`src/logic/modem_settings_pkg.sv`:
```
// constants, field layout and state type of the modem settings bank
package modem_settings_pkg;

   // ***************************************************
   // setting numbers and storage slots
   // ***************************************************
   localparam int unsigned num_settings       = 12;
   localparam logic [4:0]  idx_long_timer     = 5'h12;
   localparam logic [4:0]  idx_short_timer    = 5'h13;
   localparam logic [4:0]  idx_spare_a        = 5'h14;
   localparam logic [4:0]  idx_bert_options   = 5'h15;
   localparam logic [4:0]  idx_calling        = 5'h16;
   localparam logic [4:0]  idx_guard_tone     = 5'h17;
   localparam logic [4:0]  idx_eq_clock       = 5'h18;
   localparam logic [4:0]  idx_tx_format      = 5'h19;
   localparam logic [4:0]  idx_rx_format      = 5'h1a;
   localparam logic [4:0]  idx_line_standard  = 5'h1b;
   localparam logic [4:0]  idx_twist          = 5'h1c;
   localparam logic [4:0]  idx_spare_b        = 5'h1d;
   localparam logic [4:0]  idx_first          = idx_long_timer;
   localparam logic [4:0]  idx_last           = idx_spare_b;

   localparam int sl_long_timer    = 0;
   localparam int sl_short_timer   = 1;
   localparam int sl_bert_options  = 3;
   localparam int sl_calling       = 4;
   localparam int sl_guard_tone    = 5;
   localparam int sl_eq_clock      = 6;
   localparam int sl_tx_format     = 7;
   localparam int sl_rx_format     = 8;
   localparam int sl_line_standard = 9;
   localparam int sl_twist         = 10;

   // ***************************************************
   // profile values, slot 0 (long timer) in the low byte
   // ***************************************************
   localparam logic [num_settings-1:0][7:0] profile0_values = {
      8'h00, 8'h00, 8'h00, 8'h30, 8'hb0, 8'h01,
      8'h00, 8'h00, 8'hc1, 8'h00, 8'h02, 8'h1e};
   localparam logic [num_settings-1:0][7:0] profile1_values = {
      8'h00, 8'h00, 8'h00, 8'hb0, 8'hb0, 8'h03,
      8'h00, 8'h00, 8'hc1, 8'h00, 8'h02, 8'h1e};

   // ***************************************************
   // field positions
   // ***************************************************
   localparam int bert_end_bit   = 0;
   localparam int bert_band_bit  = 1;
   localparam int two_bit_lsb    = 6;  // scrambler, guard tone, parity, overspeed
   localparam int calling_lsb    = 5;
   localparam int eq_xtal_bit    = 0;
   localparam int eq_fixed_bit   = 1;
   localparam int eq_auto_bit    = 2;
   localparam int fmt_gain_lsb   = 0;
   localparam int fmt_char_lsb   = 3;
   localparam int std_lsb        = 4;
   localparam int twist_lsb      = 0;

   // ***************************************************
   // codes and decode tables
   // ***************************************************
   localparam logic [1:0] scr_on_detect   = 2'h3;
   localparam logic [1:0] scr_on_nodetect = 2'h2;
   localparam logic [1:0] guard_none      = 2'h0;
   localparam logic [1:0] guard_550hz     = 2'h3;
   localparam logic [1:0] guard_1800hz    = 2'h2;
   localparam logic [1:0] parity_odd      = 2'h0;
   localparam logic [1:0] parity_even     = 2'h1;
   localparam logic [1:0] parity_none     = 2'h2;
   localparam logic [1:0] ospeed_2p3      = 2'h0;
   localparam logic [1:0] ospeed_1p0      = 2'h1;
   localparam logic [1:0] ospeed_none     = 2'h2;
   localparam logic [2:0] gain_max_code   = 3'h7;
   localparam logic [4:0] half_db_per_step = 5'h03;
   localparam logic [3:0] min_data_bits   = 4'h5;
   localparam logic [1:0] min_stop_bits   = 2'h1;
   localparam logic [3:0] std_max_code    = 4'h9;
   localparam logic [3:0] board_mod_min   = 4'h2;
   localparam logic [2:0] twist_default   = 3'h0;
   // calling level per 3-bit code; unlisted codes fall back to level 0
   localparam logic [7:0][2:0] calling_level_table = {
      3'h4, 3'h3, 3'h2, 3'h1, 3'h0, 3'h0, 3'h0, 3'h0};
   localparam logic [7:0] calling_code_legal = 8'hf1;
   // twist in 0.5 dB units per code: +2.0 +1.0 +1.5 +2.5 +3.0 .. +4.5
   localparam logic [7:0][3:0] twist_half_db_table = {
      4'h9, 4'h8, 4'h7, 4'h6, 4'h5, 4'h3, 4'h2, 4'h4};

   // ***************************************************
   // state of the bank
   // ***************************************************
   typedef struct packed {
      logic [num_settings-1:0][7:0] setting;
      logic [7:0]                   rd_data;
      logic                         rd_valid;
   } bank_state_t;

endpackage : modem_settings_pkg

```
`src/logic/gain_step_decoder.sv`:
```
// turns a 3-bit gain code into attenuation in 0.5 dB units
`timescale 1ns/100ps
`default_nettype none
module gain_step_decoder
   import modem_settings_pkg::*;
(
   input  wire logic [2:0] code,
   output logic      [4:0] atten_half_db
);

   logic [2:0] steps_below_max;

   // each code below the top one loses 1.5 dB
   assign steps_below_max = gain_max_code - code;
   assign atten_half_db   = 5'({2'h0, steps_below_max} * half_db_per_step);

endmodule : gain_step_decoder
`default_nettype wire

```
`src/logic/modem_settings_register_bank.sv`:
```
// settings bank for the line modem transceiver, with decoded configuration outputs
//
// Overview of operation
// - two 8-bit timers, seconds default 30 and 10 ms units default 2
// - test options bit 0 picks receiving end (0) or transmitting end (1)
// - test options bit 1 picks low/high band, ignored for 1200/75 FSK standards
// - test bits 7:6 scrambler: 11 on with detector, 10 on without, 00 off
// - test functions stay off in this release; options still default to 193
// - calling bits 7:5 give levels 0..4 from codes 000,100,101,110,111
// - guard bits 7:6: 00 none, 11 550 Hz, 10 1800 Hz, high band PSK/QAM only
// - equaliser bit 0 tells crystal: 0 is 12.2880 MHz, 1 is 11.0592 MHz
// - equaliser bit 1 low enables the fixed compromise equalisers
// - equaliser bit 2 enables auto equaliser in PSK; always on in 2400 QAM
// - transmit gain bits 2:0, 111 is 0 dB, each step down 1.5 dB
// - transmit bits 5:3 give data 5..8 and stop 1..2, stop toggling first
// - transmit parity bits 7:6: 00 odd, 01 even, 10 none
// - receive gain bits 2:0 use the same 1.5 dB step code
// - receive bits 5:3 give data width, lowest bit says parity present
// - receive overspeed bits 7:6: 00 2.3 percent, 01 1 percent, 10 none
// - standard bits 7:4 hold selection codes 0 to 9
// - twist bits 2:0 non-monotonic code from +1.0 up to +4.5 dB
// - twist takes effect only when board modification state is 2 or more
`timescale 1ns/100ps
`default_nettype none
module modem_settings_register_bank
   import modem_settings_pkg::*;
#(
   parameter logic        bert_functions_present = 1'b0,
   parameter logic [15:0] fsk_1200_75_std_mask   = 16'h000c
)(
   input  wire logic       clk,
   input  wire logic       rst,
   input  wire logic       wr_en,
   input  wire logic [4:0] wr_index,
   input  wire logic [7:0] wr_data,
   input  wire logic       rd_en,
   input  wire logic [4:0] rd_index,
   output logic      [7:0] rd_data,
   output logic            rd_valid,
   input  wire logic       recall_en,
   input  wire logic       recall_profile,
   input  wire logic [3:0] board_mod_state,
   input  wire logic       psk_mode_active,
   input  wire logic       qam_2400_active,
   input  wire logic       psk_qam_high_band,
   output logic      [7:0] long_timer_seconds,
   output logic      [7:0] short_timer_ticks,
   output logic            bert_enable,
   output logic            bert_transmit_end,
   output logic            bert_high_band,
   output logic            bert_scrambler_on,
   output logic            bert_ones_detect_on,
   output logic      [2:0] calling_level,
   output logic            calling_code_legal_flag,
   output logic      [1:0] guard_tone_sel,
   output logic            guard_tone_active,
   output logic            xtal_is_11m0592,
   output logic            fixed_eq_enable,
   output logic            auto_eq_enable,
   output logic      [4:0] tx_atten_half_db,
   output logic      [3:0] tx_data_bits,
   output logic      [1:0] tx_stop_bits,
   output logic      [1:0] tx_parity_mode,
   output logic      [4:0] rx_atten_half_db,
   output logic      [3:0] rx_data_bits,
   output logic            rx_parity_present,
   output logic      [1:0] rx_overspeed_mode,
   output logic      [3:0] line_standard,
   output logic            line_standard_legal,
   output logic      [3:0] twist_half_db
);

   // ***************************************************
   // state and access decode
   // ***************************************************
   bank_state_t state_q;
   bank_state_t state_d;
   logic [4:0]  wr_slot;
   logic [4:0]  rd_slot;
   logic        wr_hit;
   logic        rd_hit;

   // only settings in the bank answer; others read zero and ignore writes
   assign wr_slot = wr_index - idx_first;
   assign rd_slot = rd_index - idx_first;
   assign wr_hit  = (wr_index >= idx_first) && (wr_index <= idx_last);
   assign rd_hit  = (rd_index >= idx_first) && (rd_index <= idx_last);

   // ***************************************************
   // next state
   // ***************************************************
   // recall beats a write in the same cycle so a profile always lands whole
   always_comb begin
      state_d          = state_q;
      state_d.rd_valid = rd_en;
      if (recall_en) begin
         state_d.setting = recall_profile ? profile1_values
                                          : profile0_values;
      end else if (wr_en && wr_hit) begin
         state_d.setting[wr_slot[3:0]] = wr_data;
      end
      if (rd_en) begin
         state_d.rd_data = rd_hit ? state_q.setting[rd_slot[3:0]] : 8'h00;
      end
   end

   // register the whole state
   always_ff @(posedge clk or posedge rst) begin
      if (rst) begin
         state_q.setting  <= profile0_values;
         state_q.rd_data  <= 8'h00;
         state_q.rd_valid <= 1'b0;
      end else begin
         state_q <= state_d;
      end
   end

   assign rd_data  = state_q.rd_data;
   assign rd_valid = state_q.rd_valid;

   // ***************************************************
   // timers and bit-error test
   // ***************************************************
   logic [7:0] bert_q;
   logic [1:0] scr_code;
   logic [3:0] std_code;
   logic       std_is_fsk;

   assign bert_q             = state_q.setting[sl_bert_options];
   assign scr_code           = bert_q[two_bit_lsb +: 2];
   assign std_code           = state_q.setting[sl_line_standard][std_lsb +: 4];
   assign std_is_fsk         = fsk_1200_75_std_mask[std_code];
   assign long_timer_seconds = state_q.setting[sl_long_timer];
   assign short_timer_ticks  = state_q.setting[sl_short_timer];

   // the release gate forces every test output off, whatever is stored
   assign bert_enable         = bert_functions_present;
   assign bert_transmit_end   = bert_functions_present & bert_q[bert_end_bit];
   assign bert_high_band      = bert_functions_present & bert_q[bert_band_bit]
                                & ~std_is_fsk;
   assign bert_scrambler_on   = bert_functions_present
                                & ((scr_code == scr_on_detect)
                                   | (scr_code == scr_on_nodetect));
   assign bert_ones_detect_on = bert_functions_present
                                & (scr_code == scr_on_detect);

   // ***************************************************
   // calling, guard tone, equalisers
   // ***************************************************
   logic [2:0] call_code;
   logic [7:0] eq_q;

   // illegal calling codes behave as level 0 and are flagged
   assign call_code               = state_q.setting[sl_calling][calling_lsb +: 3];
   assign calling_level           = calling_level_table[call_code];
   assign calling_code_legal_flag = calling_code_legal[call_code];

   // the unused 01 code selects no tone
   always_comb begin
      guard_tone_sel = guard_none;
      if ((state_q.setting[sl_guard_tone][two_bit_lsb +: 2] == guard_550hz)
          || (state_q.setting[sl_guard_tone][two_bit_lsb +: 2] == guard_1800hz)) begin
         guard_tone_sel = state_q.setting[sl_guard_tone][two_bit_lsb +: 2];
      end
   end
   assign guard_tone_active = (guard_tone_sel != guard_none) & psk_qam_high_band;

   assign eq_q            = state_q.setting[sl_eq_clock];
   assign xtal_is_11m0592 = eq_q[eq_xtal_bit];
   assign fixed_eq_enable = ~eq_q[eq_fixed_bit];
   assign auto_eq_enable  = qam_2400_active
                            | (psk_mode_active & eq_q[eq_auto_bit]);

   // ***************************************************
   // transmit and receive character format
   // ***************************************************
   logic [7:0] txf_q;
   logic [7:0] rxf_q;
   logic [2:0] tx_char;
   logic [2:0] rx_char;

   assign txf_q   = state_q.setting[sl_tx_format];
   assign rxf_q   = state_q.setting[sl_rx_format];
   assign tx_char = txf_q[fmt_char_lsb +: 3];
   assign rx_char = rxf_q[fmt_char_lsb +: 3];

   // one decoder per direction keeps the two gain scales identical
   gain_step_decoder u_tx_gain (
      .code          (txf_q[fmt_gain_lsb +: 3]),
      .atten_half_db (tx_atten_half_db)
   );

   gain_step_decoder u_rx_gain (
      .code          (rxf_q[fmt_gain_lsb +: 3]),
      .atten_half_db (rx_atten_half_db)
   );

   assign tx_data_bits      = min_data_bits + {2'h0, tx_char[2:1]};
   assign tx_stop_bits      = min_stop_bits + {1'b0, tx_char[0]};
   assign rx_data_bits      = min_data_bits + {2'h0, rx_char[2:1]};
   assign rx_parity_present = rx_char[0];

   // unused 11 codes fall back to no parity and no overspeed
   always_comb begin
      tx_parity_mode = parity_none;
      if (txf_q[two_bit_lsb +: 2] != 2'h3) begin
         tx_parity_mode = txf_q[two_bit_lsb +: 2];
      end
      rx_overspeed_mode = ospeed_none;
      if (rxf_q[two_bit_lsb +: 2] != 2'h3) begin
         rx_overspeed_mode = rxf_q[two_bit_lsb +: 2];
      end
   end

   // ***************************************************
   // line standard and tone-dial twist
   // ***************************************************
   assign line_standard       = std_code;
   assign line_standard_legal = (std_code <= std_max_code);

   // older boards cannot set twist, so they report the default level
   assign twist_half_db = (board_mod_state >= board_mod_min)
                          ? twist_half_db_table[state_q.setting[sl_twist][twist_lsb +: 3]]
                          : twist_half_db_table[twist_default];
endmodule : modem_settings_register_bank
`default_nettype wire

```
`config.mk`:
```
export PLATFORM = sky130hd
export DESIGN_NAME = modem_settings_register_bank
export DESIGN_NICKNAME = d
export VERILOG_FILES = /design/src/logic/modem_settings_pkg.sv /design/src/logic/gain_step_decoder.sv /design/src/logic/modem_settings_register_bank.sv
export SDC_FILE = /design/constraint.sdc
export NUM_CORES = 1
export LEC_CHECK = 0
export CAP_MARGIN = 40
export CORE_ASPECT_RATIO = 0.9
export CORE_MARGIN = 4
export CORE_UTILIZATION = 38
export CTS_BUF_LIST = sky130_fd_sc_hd__clkbuf_8
export DETAILED_ROUTE_END_ITERATION = 8
export DONT_BUFFER_PORTS = 1
export GPL_TIMING_DRIVEN = 0
export SLEW_MARGIN = 10
export SYNTH_ARGS = -nofsm -noshare
export SYNTH_HDL_FRONTEND = slang
export SYNTH_SLANG_ARGS = --single-unit
```
`constraint.sdc`:
```
create_clock -name clk -period 3.56 [get_ports clk]
set_input_delay 0.534 -clock clk [delete_from_list [all_inputs] [get_ports clk]]
set_output_delay 0.534 -clock clk [all_outputs]
set_load 0.05 [all_outputs]
```
### Yosys cells after proc, flatten, opt, wreduce, memory -nomap -nowiden

Memory sizes are Yosys's and may differ from the RTL's.
Cells that the tools add are included.

| operators by class | value |
|---|---|
| $add $sub $neg | 7 |
| eq/ne operators | 4 |
| $mul | 2 |
| reductions and logical operators | 7 |
| multiplexer cells | 16 |
| bitwise logic cells | 4 |
| $lt $le $gt $ge | 11 |

Operators with widths:

| kind | number |
|---|---|
| 96-bit 2-to-1 mux | 2 |
| 96-bit bitwise mux | 1 |
| 72-bit 2-to-1 mux | 1 |
| 8-bit binary-select mux with 4-bit select | 1 |
| 8-bit demux with 4-bit select | 1 |
| 8-bit 2-to-1 mux | 3 |
| 5-bit greater-or-equal comparator, second input constant | 2 |
| 5-bit <= comparator, second input constant | 2 |
| 4-bit by 5-bit less-than comparator with 1-bit output, second input constant | 2 |
| 3-bit by 2-bit multiplier with 5-bit output, second input constant | 2 |
| 3-bit by 2-bit adder with 4-bit output, first input constant | 2 |
| 3-bit by 4-bit less-than comparator with 1-bit output, second input constant | 2 |
| 4-bit 2-to-1 mux | 2 |
| 4-bit by 2-bit subtractor with 4-bit output, second input constant | 2 |
| 2-bit 2-to-1 mux | 3 |
| 3-bit subtractor, first input constant | 2 |
| 2-bit equality test, second input constant | 2 |
| 4-bit by 1-bit greater-or-equal comparator with 1-bit output, second input constant | 1 |
| 4-bit by 2-bit greater-or-equal comparator with 1-bit output, second input constant | 1 |
| 4-bit <= comparator, second input constant | 1 |
| 1-bit logical AND | 4 |
| 2-bit != test, second input constant | 2 |
| 2-bit nonzero test | 2 |
| 3-bit 2-to-1 mux | 1 |
| 6 further kinds | 7 |

| storage, ports and cells | value |
|---|---|
| flip-flop bits (word level) | 105 |
| bits in read-only memories | 64 |
| word-level logic and storage cells | 68 |
| memories kept | 3 |

Memory list:

| memory | words | width | read ports | clocked after Yosys merged registers in | write ports | line | RTL |
|---|---|---|---|---|---|---|---|
| (name not given) | 8 | 4 | 1 | 0 | 0 | modem_settings_register_bank.sv:223 | `? twist_half_db_table[state_q.setting[sl_twist][twist_lsb +: 3]]` |
| (name not given) | 8 | 3 | 1 | 0 | 0 | modem_settings_register_bank.sv:155 | `assign calling_level = calling_level_table[call_code];` |
| (name not given) | 8 | 1 | 1 | 0 | 0 | modem_settings_register_bank.sv:156 | `assign calling_code_legal_flag = calling_code_legal[call_code];` |

### Longest topological paths before layout

Gate-level depths: netlist of the first run.

| logic depth | value |
|---|---|
| depth in word-level cells | 8 |
| gate-level depth with buffers | 8 |

### By module

From an unflattened synthesis of the first run, not the netlist that was laid out.

| second synthesis, totals | value |
|---|---|
| cell total of the unflattened synthesis | 661 |
| area total of the unflattened synthesis | 6475.0 µm² |

Modules (own cells, without submodules):

| module | seq. area each (µm²) | cells each | instances | area an instance (µm²) |
|---|---|---|---|---|
| modem_settings_register_bank | 2645.0 | 639 | 1 | 6289.8 |
| gain_step_decoder | 0.0 | 11 | 2 | 92.6 |

### Worst setup path before layout of the first run

Ideal clock, no wire load.

| path | value |
|---|---|
| path type | flip-flop to output port |
| start | reg state_q (netlist bit txf_q[0]) |
| end | out tx_atten_half_db[3] |
| stages on the path, launching flop included | 6 |
| required time | 3.026 ns |
| data arrival time | 2.091 ns |
| path slack | 0.935 ns |
| cells stage by stage | dfrtp_1 inv_1 ha_1 inv_1 fa_1 xor2_1 |

| on the way | value |
|---|---|
| cells in the longest elaborated chain, start to end | 2 |

RTL lines:

| item | line | RTL |
|---|---|---|
| from (decl) | modem_settings_register_bank.sv:76 | `bank_state_t state_q;` |
| from (signal assigned) | modem_settings_register_bank.sv:114 | `state_q <= state_d;` |
| 3-bit subtractor | gain_step_decoder.sv:14 | `assign steps_below_max = gain_max_code - code;` |
| 3-bit by 2-bit multiplier with 5-bit output | gain_step_decoder.sv:15 | `assign atten_half_db = 5'({2'h0, steps_below_max} * half_db_per_step);` |
| to (decl) | modem_settings_register_bank.sv:60 | `output logic [4:0] tx_atten_half_db,` |

Every way passes these cells.

### Worst setup path after layout of the first run

| path | value |
|---|---|
| start | reg state_q (netlist bit txf_q[0]) |
| end | out tx_atten_half_db[2] |

The elaborated chain is that of the path after synthesis.

==> key figures, run 1 <==
Power
  – Total Power: 0.00227 W
  – PD cells: 342 mW/mm^2
  – Maximum resistive drop on vdd: 0.200 mV
  – Leakage: 3.44 nW

Detailed routing
  – Total number of vias: 4573
  – Wire length per cell: 21.3 um
  – Routed WL: 17.7 mm
  – Initial drt markers: 390
  – Vias/cell: 5.51
  – ANT nets after route: 0
  – Pre-Repair DR Iteration Count: 5
  – DRC Markers: 0

Global routing
  – Pin count of the biggest net entering global routing: 70
  – Initial antenna violation count: 0
  – Gr ovfl total: 0
  – Vias in the first global route: 4764
  – First-pass GRT wire length: 27.8 mm
  – Gr usage total: 0.201

Timing
  – Finish-stage setup viols: 0
  – Setup TNS: 0 ns
  – Clk_skew: 0.0134 ns
  – RSZ-0062 raised after global routing: false
  – Final min period: 2.77 ns
  – Final Max Tran Viols: 0
  – FMAX: 361 MHz
  – Slew margin rel.: 0.515
  – Final period util: 0.778
  – Worst slew pin tran: 0.722 ns
  – Final-report hold violation count: 0
  – Worst hold slack: 0.169 ns

Yosys
  – Seq cells post-synth: 105
  – Cells after synthesis: 598
  – Unique masters post-synth: 53
  – Yosys top cell area share: 0.373
  – Post-synth EDFFs: 0
  – Async SR Flop Fraction: 1.00
  – Mapped Area: 0.00610 sq mm
  – Predominant post-synthesis flop cell: dfrtp_1
  – Synth area leader: dfrtp_1
  – Synth area leaders: dfrtp_1, mux2i_1, dfstp_2, nand2_1, buf_4
  – Sequential cell area fraction in the yosys report: 0.434
  – Synth Area per Inst: 10.2 sq um
  – Ys Warns: 0

Worst hold path
  – HP Class: in2reg

Clock tree
  – CTS tree: yes
  – Worst-path clk slew: 0.09 ns
  – Clk_lat worst skew: 0.40 ns
  – H-tree depth: 3
  – Post-cts sizing count: 0
  – Num CTS Buffers: 9
  – Clock tree buffer depth: 2
  – Post-CTS setup buffer count: 0
  – CTS Root Cell: clkbuf_8
  – Clk sinks: 105

Worst setup path
  – Most frequent CP cell: inv_1
  – Critical Path End Type: primary output
  – Critical Path AT: 2.24 ns
  – Max stage delay on crit path: 0.44 ns
  – Worst path cell trace: inv_1 -> ha_1 -> inv_1 -> fa_1 -> inv_1
  – Worst-path fanout max: 3
  – Worst EP required: 3.03 ns
  – Critical path type: reg2out
  – CP max stage cell: fa_1
  – Critical Path Source Type: flop

Die
  – Die ar.: 0.0181 sq mm
  – # rows: 43
  – Die W: 142 um
  – DIE HEIGHT: 128 um
  – I/O pin total: 105
  – Initial core utilization: 0.391
  – Core area: 0.0156 sq mm

Cells and area
  – Commonest cells after routing, fill and taps aside: mux2i_1, dfrtp_1, nand2_1
  – Final non-filler cell total: 830
  – Layout Nets: 670
  – Fillers: 1507
  – Commonest non-fill, non-tap cell in the layout: mux2i_1
  – Sequential Area: 0.00265 sq mm
  – Layout cells sized above 1: 0.162
  – N_diodes: 0
  – Final core utilization: 0.425
  – Multi-input gate area in the final layout: 0.00296 sq mm
  – Area growth, synth to finish: 8.80%

Run status
  – Run status: completed

Place
  – Post-DP HPWL: 13.2 mm
  – DP Cell Count: 813
  – GPL Wtd Cong: 0.920
  – Port bufs: 0

Job
  – Number of max-cap violations: 0
==> per-layer routing <==
metal	track usage	wire (um)	up-vias
met3	0.0630	1290	46
li1	-	-	2078
met4	0.0796	626	0
met2	0.285	7510	197
met1	0.287	8250	2252
met5	0	0	-
==> cell usage after synthesis (2+ instances only) <==
master / count
ha_1: 14
o21ai_0: 18
a31oi_1: 2
nand3_2: 2
nor3_1: 2
and2_1: 7
nand2_1: 83
dfstp_2: 14
nand2b_1: 5
mux4_2: 3
nor2b_1: 5
or4_1: 7
xor2_1: 4
a22o_1: 2
a32o_1: 7
buf_4: 36
a21oi_1: 16
mux2i_1: 121
buf_6: 2
o221ai_1: 7
or2_2: 3
nand3_1: 18
inv_1: 26
nand2_2: 6
fa_1: 2
a311oi_4: 2
buf_2: 5
a21o_1: 2
nor2_1: 37
o22ai_1: 7
and4b_1: 2
dfrtp_1: 91
clkbuf_1: 19
nor3b_1: 2
==> cell type report <==
type	count	share of cell area
Multi-Input combinational cell	406	0.446
Sequential cell	105	0.398
Buffer	64	0.0615
Tap cell	202	0.0381
Clock buffer	10	0.0207
Inverter	27	0.0160
Timing Repair Buffer	10	0.0147
Clock inverter	6	0.00434
==> path summary, 6_finish.rpt <==
path | startpoint | end | slack, ns | depth (start not counted)
setup / recovery | txf_q[0] | tx_atten_half_db[2] | 0.79 | 5
hold / removal | rd_en | rd_valid | 0.17 | 0
hold reg to reg | rd_data[2] | rd_data[2] | 0.51 | 1
max in group asynchronous | rst | txf_q[5] | 2.22 | 3
setup reg to reg | state_q[56] | rd_data[7] | 1.74 | 4
min in group asynchronous | rst | eq_q[1] | 0.63 | 2
==> where the power goes <==
group	internal [W]	leakage [nW]	total, W	switching [W]
Combinational	0.000103	1.93	0.000363	0.000260
Clock	0.000264	0.101	0.000674	0.000410
Sequential	0.00121	1.41	0.00123	0.0000192
==> worst max-delay path: cells and delay by family, from the launching register on <==
family                     cells  cell delay [ns]
buffers and inverters          3             0.76
DFF                            1             0.43
adders and majority gates      2             0.66
==> logic make-up after synthesis <==
kind of cell    Yosys count  synth area share
simple gates            184             0.141
xor+xnor                  6            0.0117
compound gates           70            0.0829
fa+ha+maj                16            0.0353
mux                     125             0.211
other cells               1          0.000615
flops                   105             0.434
buf+inv                  91            0.0835
==> flip-flops by register name, summed over array words and instances, names as in the netlist <==
name,count
state_q,41
bert_q,8
eq_q,8
long_timer_seconds,8
rd_data,8
rxf_q,8
short_timer_ticks,8
txf_q,8
line_standard,4
call_code,3
rd_valid,1
==> what timing repair did <==
| action | CTS | global route |
|---|---|---|
| hold buffers | 1 | 0 |
| setup endpoints to repair | 0 | 0 |
| endpoints found under the hold margin | 21 | 0 |
==> per-stage QoR <==
| step | setup slack (ns) | cell area, sq um |
|---|---|---|
| after floorplan | 0.289 | 6120 |
| after global placement | -0.819 | 6370 |
| after detailed placement | 0.895 | 6460 |
| after CTS | 0.766 | 6640 |
| after global routing | 0.675 | 6640 |
| final | 0.789 | 6640 |
Note: power is estimated with default switching activity, not from simulation.
==> run 2: changes to the inputs <==
==> constraint.sdc (replaced) <==
create_clock -name clk -period 2.7 [get_ports clk]
set_input_delay 0.405 -clock clk [delete_from_list [all_inputs] [get_ports clk]]
set_output_delay 0.405 -clock clk [all_outputs]
set_load 0.05 [all_outputs]
==> run 2 against run 1 <==
Net effect: register-to-register slack got worse by 0.88 ns; largest power group unchanged; flip-flop and latch count did not move; largest cell class unchanged; hold slack got worse by 0.17 ns.
==> key figures, run 2 (synthesis results as in run 1) <==
Run status
  – Run status: completed

Timing
  – Finish-stage setup viols: 0 (unchanged)
  – Final-report hold violation count: 0 (unchanged)
  – Setup TNS: 0 ns (unchanged)
  – Final min period: 2.60 ns
  – Slew margin rel.: 0.469 (-0.0458)
  – Final Max Tran Viols: 0 (unchanged)
  – Worst slew pin tran: 0.790 ns (+0.0682 ns)
  – Final period util: 0.961
  – FMAX: 385 MHz
  – Worst Slack Setup Final: 0.105 ns (-0.684 ns)
  – RSZ-0062 raised after global routing: false
  – Clk_skew: 0.0107 ns (-0.00274 ns)

Place
  – DP Cell Count: 814 (+0.12%)
  – Post-DP HPWL: 13.6 mm (+2.5%)
  – Port bufs: 0 (unchanged)
  – GPL Wtd Cong: 0.963 (+4.7%)
  – Dpl cell area: 0.00647 sq mm (+0.17%)
  – Pre-CTS setup slack: 0.135 ns (-0.760 ns)

Global routing
  – Pin count of the biggest net entering global routing: 40 (-43%)
  – Initial antenna violation count: 1 (+1)
  – Vias in the first global route: 4753 (-0.23%)
  – Gr ovfl total: 0 (unchanged)
  – Gr usage total: 0.202 (about the same)
  – First-pass GRT wire length: 27.8 mm (about the same)

Power
  – Leakage: 3.43 nW (about the same)
  – Maximum resistive drop on vdd: 0.329 mV (+65%)
  – PD cells: 449 mW/mm^2 (+31%)

Worst setup path
  – Critical Path AT: 2.19 ns (-0.05 ns)
  – Critical Path End Type: primary output
  – Critical Path Source Type: flop
  – Critical R2R Launch: state_q[56]
  – Worst EP required: 2.30 ns (-0.73 ns)
  – Critical path type: reg2out
  – R2R setup slack: 0.86 ns (-0.88 ns)
  – Worst-path fanout max: 3 (unchanged)
  – R2R depth: 4 (unchanged)
  – Reg-to-reg endpoint: rd_data[7]

Die
  – Initial core utilization: 0.391 (unchanged)
  – # rows: 43 (unchanged)
  – DIE HEIGHT: 128 um (unchanged)
  – I/O pin total: 105 (unchanged)
  – Core area: 0.0156 sq mm (unchanged)
  – Die W: 142 um (unchanged)
  – Die ar.: 0.0181 sq mm (unchanged)

Detailed routing
  – Initial drt markers: 366 (-6.2%)
  – Total number of vias: 4661 (+1.9%)
  – Routed WL: 18.0 mm (+2.0%)
  – Wire length per cell: 21.7 um (+1.8%)
  – Pre-Repair DR Iteration Count: 6 (+1)
  – DRC Markers: 0 (unchanged)
  – ANT nets after route: 0 (unchanged)
  – Vias/cell: 5.61 (+1.8%)

Cells and area
  – Multi-input gate area in the final layout: 0.00296 sq mm (unchanged)
  – Max reg flops: 41 (unchanged)
  – Largest Register: state_q
  – Layout cells sized above 1: 0.169 (+0.00637)
  – Commonest cells after routing, fill and taps aside: mux2i_1, dfrtp_1, nand2_1
  – Final non-filler cell total: 831 (+0.12%)
  – Layout Nets: 670 (unchanged)
  – Fin area: 0.00665 sq mm (+0.21%)
  – Commonest non-fill, non-tap cell in the layout: mux2i_1
  – Sequential Area: 0.00265 sq mm (unchanged)
  – Final core utilization: 0.426 (+0.000882)
  – Area growth, synth to finish: 9.02%
  – Fillers: 1517 (+0.66%)

Clock tree
  – Worst-path clk slew: 0.11 ns (+0.02 ns)
  – H-tree depth: 3 (unchanged)
  – CTS Root Cell: clkbuf_8
  – Num CTS Buffers: 9 (unchanged)
  – Clock tree buffer depth: 2 (unchanged)
  – Clk_lat worst skew: 0.40 ns (about the same)
  – Hold-fix buffers, CTS: 0 (-1)
  – CTS tree: yes
  – Clk sinks: 105 (unchanged)

Worst hold path
  – HP Class: in2async

Job
  – Number of max-cap violations: 0 (unchanged)
==> run 2: cell types whose count changed in the layout (fill, tap and decap cells not counted) <==
cell	change
buf_16	-1
buf_12	+2
dlygate4sd3_1	-1
clkinvlp_4	+5
inv_6	-1
inv_1	-3
clkinv_4	-1
diode_2	+1
==> run 2: timing repair <==
item	4_1_cts	5_1_grt
buffers inserted	0	0
gates resized for setup	0	4
setup endpoints to repair	0	3
==> run 2: layer usage <==
| metal | global-route usage | wire length, um | vias up |
|---|---|---|---|
| met3 | 0.0407 | 1080 | 30 |
| met1 | 0.283 | 8230 | 2356 |
| li1 | - | - | 2085 |
| met4 | 0.0688 | 494 | 0 |
| met5 | 0 | 0 | - |
| met2 | 0.312 | 8220 | 190 |
==> run 2: per-stage QoR <==
| stage | hold slack [ns] | power [W] |
|---|---|---|
| after floorplan | 0.436 | 0.00201 |
| after global placement | 0.437 | 0.00211 |
| after detailed placement | 0.437 | 0.00213 |
| after CTS | 0.0243 | 0.00299 |
| after global routing | 0.0179 | 0.00309 |
| final | 0.00136 | 0.00299 |
==> run 2: power by group <==
group	switching [W]	internal [W]
Clock	0.000539	0.000344
Sequential	0.0000247	0.00160
Combinational	0.000345	0.000137
==> run 2: cell type report <==
type                       count  area share
tap                          202      0.0380
timing repair buffer          10      0.0150
buffer                        64      0.0613
inverter                      27      0.0181
antenna                        1    0.000376
clock inverter                 6     0.00357
multi-input combinational    406       0.445
clock buffer                  10      0.0207
sequential                   105       0.398
==> run 2: how the worst max path moves through the flow <==
stage | cells past startpoint | start | endpoint | slack [ns]
5_1_grt | 5 | txf_q[0] | tx_atten_half_db[2] | 0.004
4_1_cts | 5 | txf_q[0] | tx_atten_half_db[2] | 0.03
6_report | 5 | txf_q[0] | tx_atten_half_db[2] | 0.10
3_5_place_dp | 8 | rd_index[1] | rd_data[2] | 0.13
3_3_place_gp | 5 | txf_q[0] | tx_atten_half_db[3] | 0.09
2_1_floorplan | 5 | txf_q[0] | tx_atten_half_db[3] | 0.20
==> run 2: worst max-delay path: stages, from the launching register on <==
cell,delay (ns)
dfrtp_1,0.46
clkinvlp_4,0.31
ha_1,0.30
inv_1,0.06
fa_1,0.45
clkinvlp_4,0.22
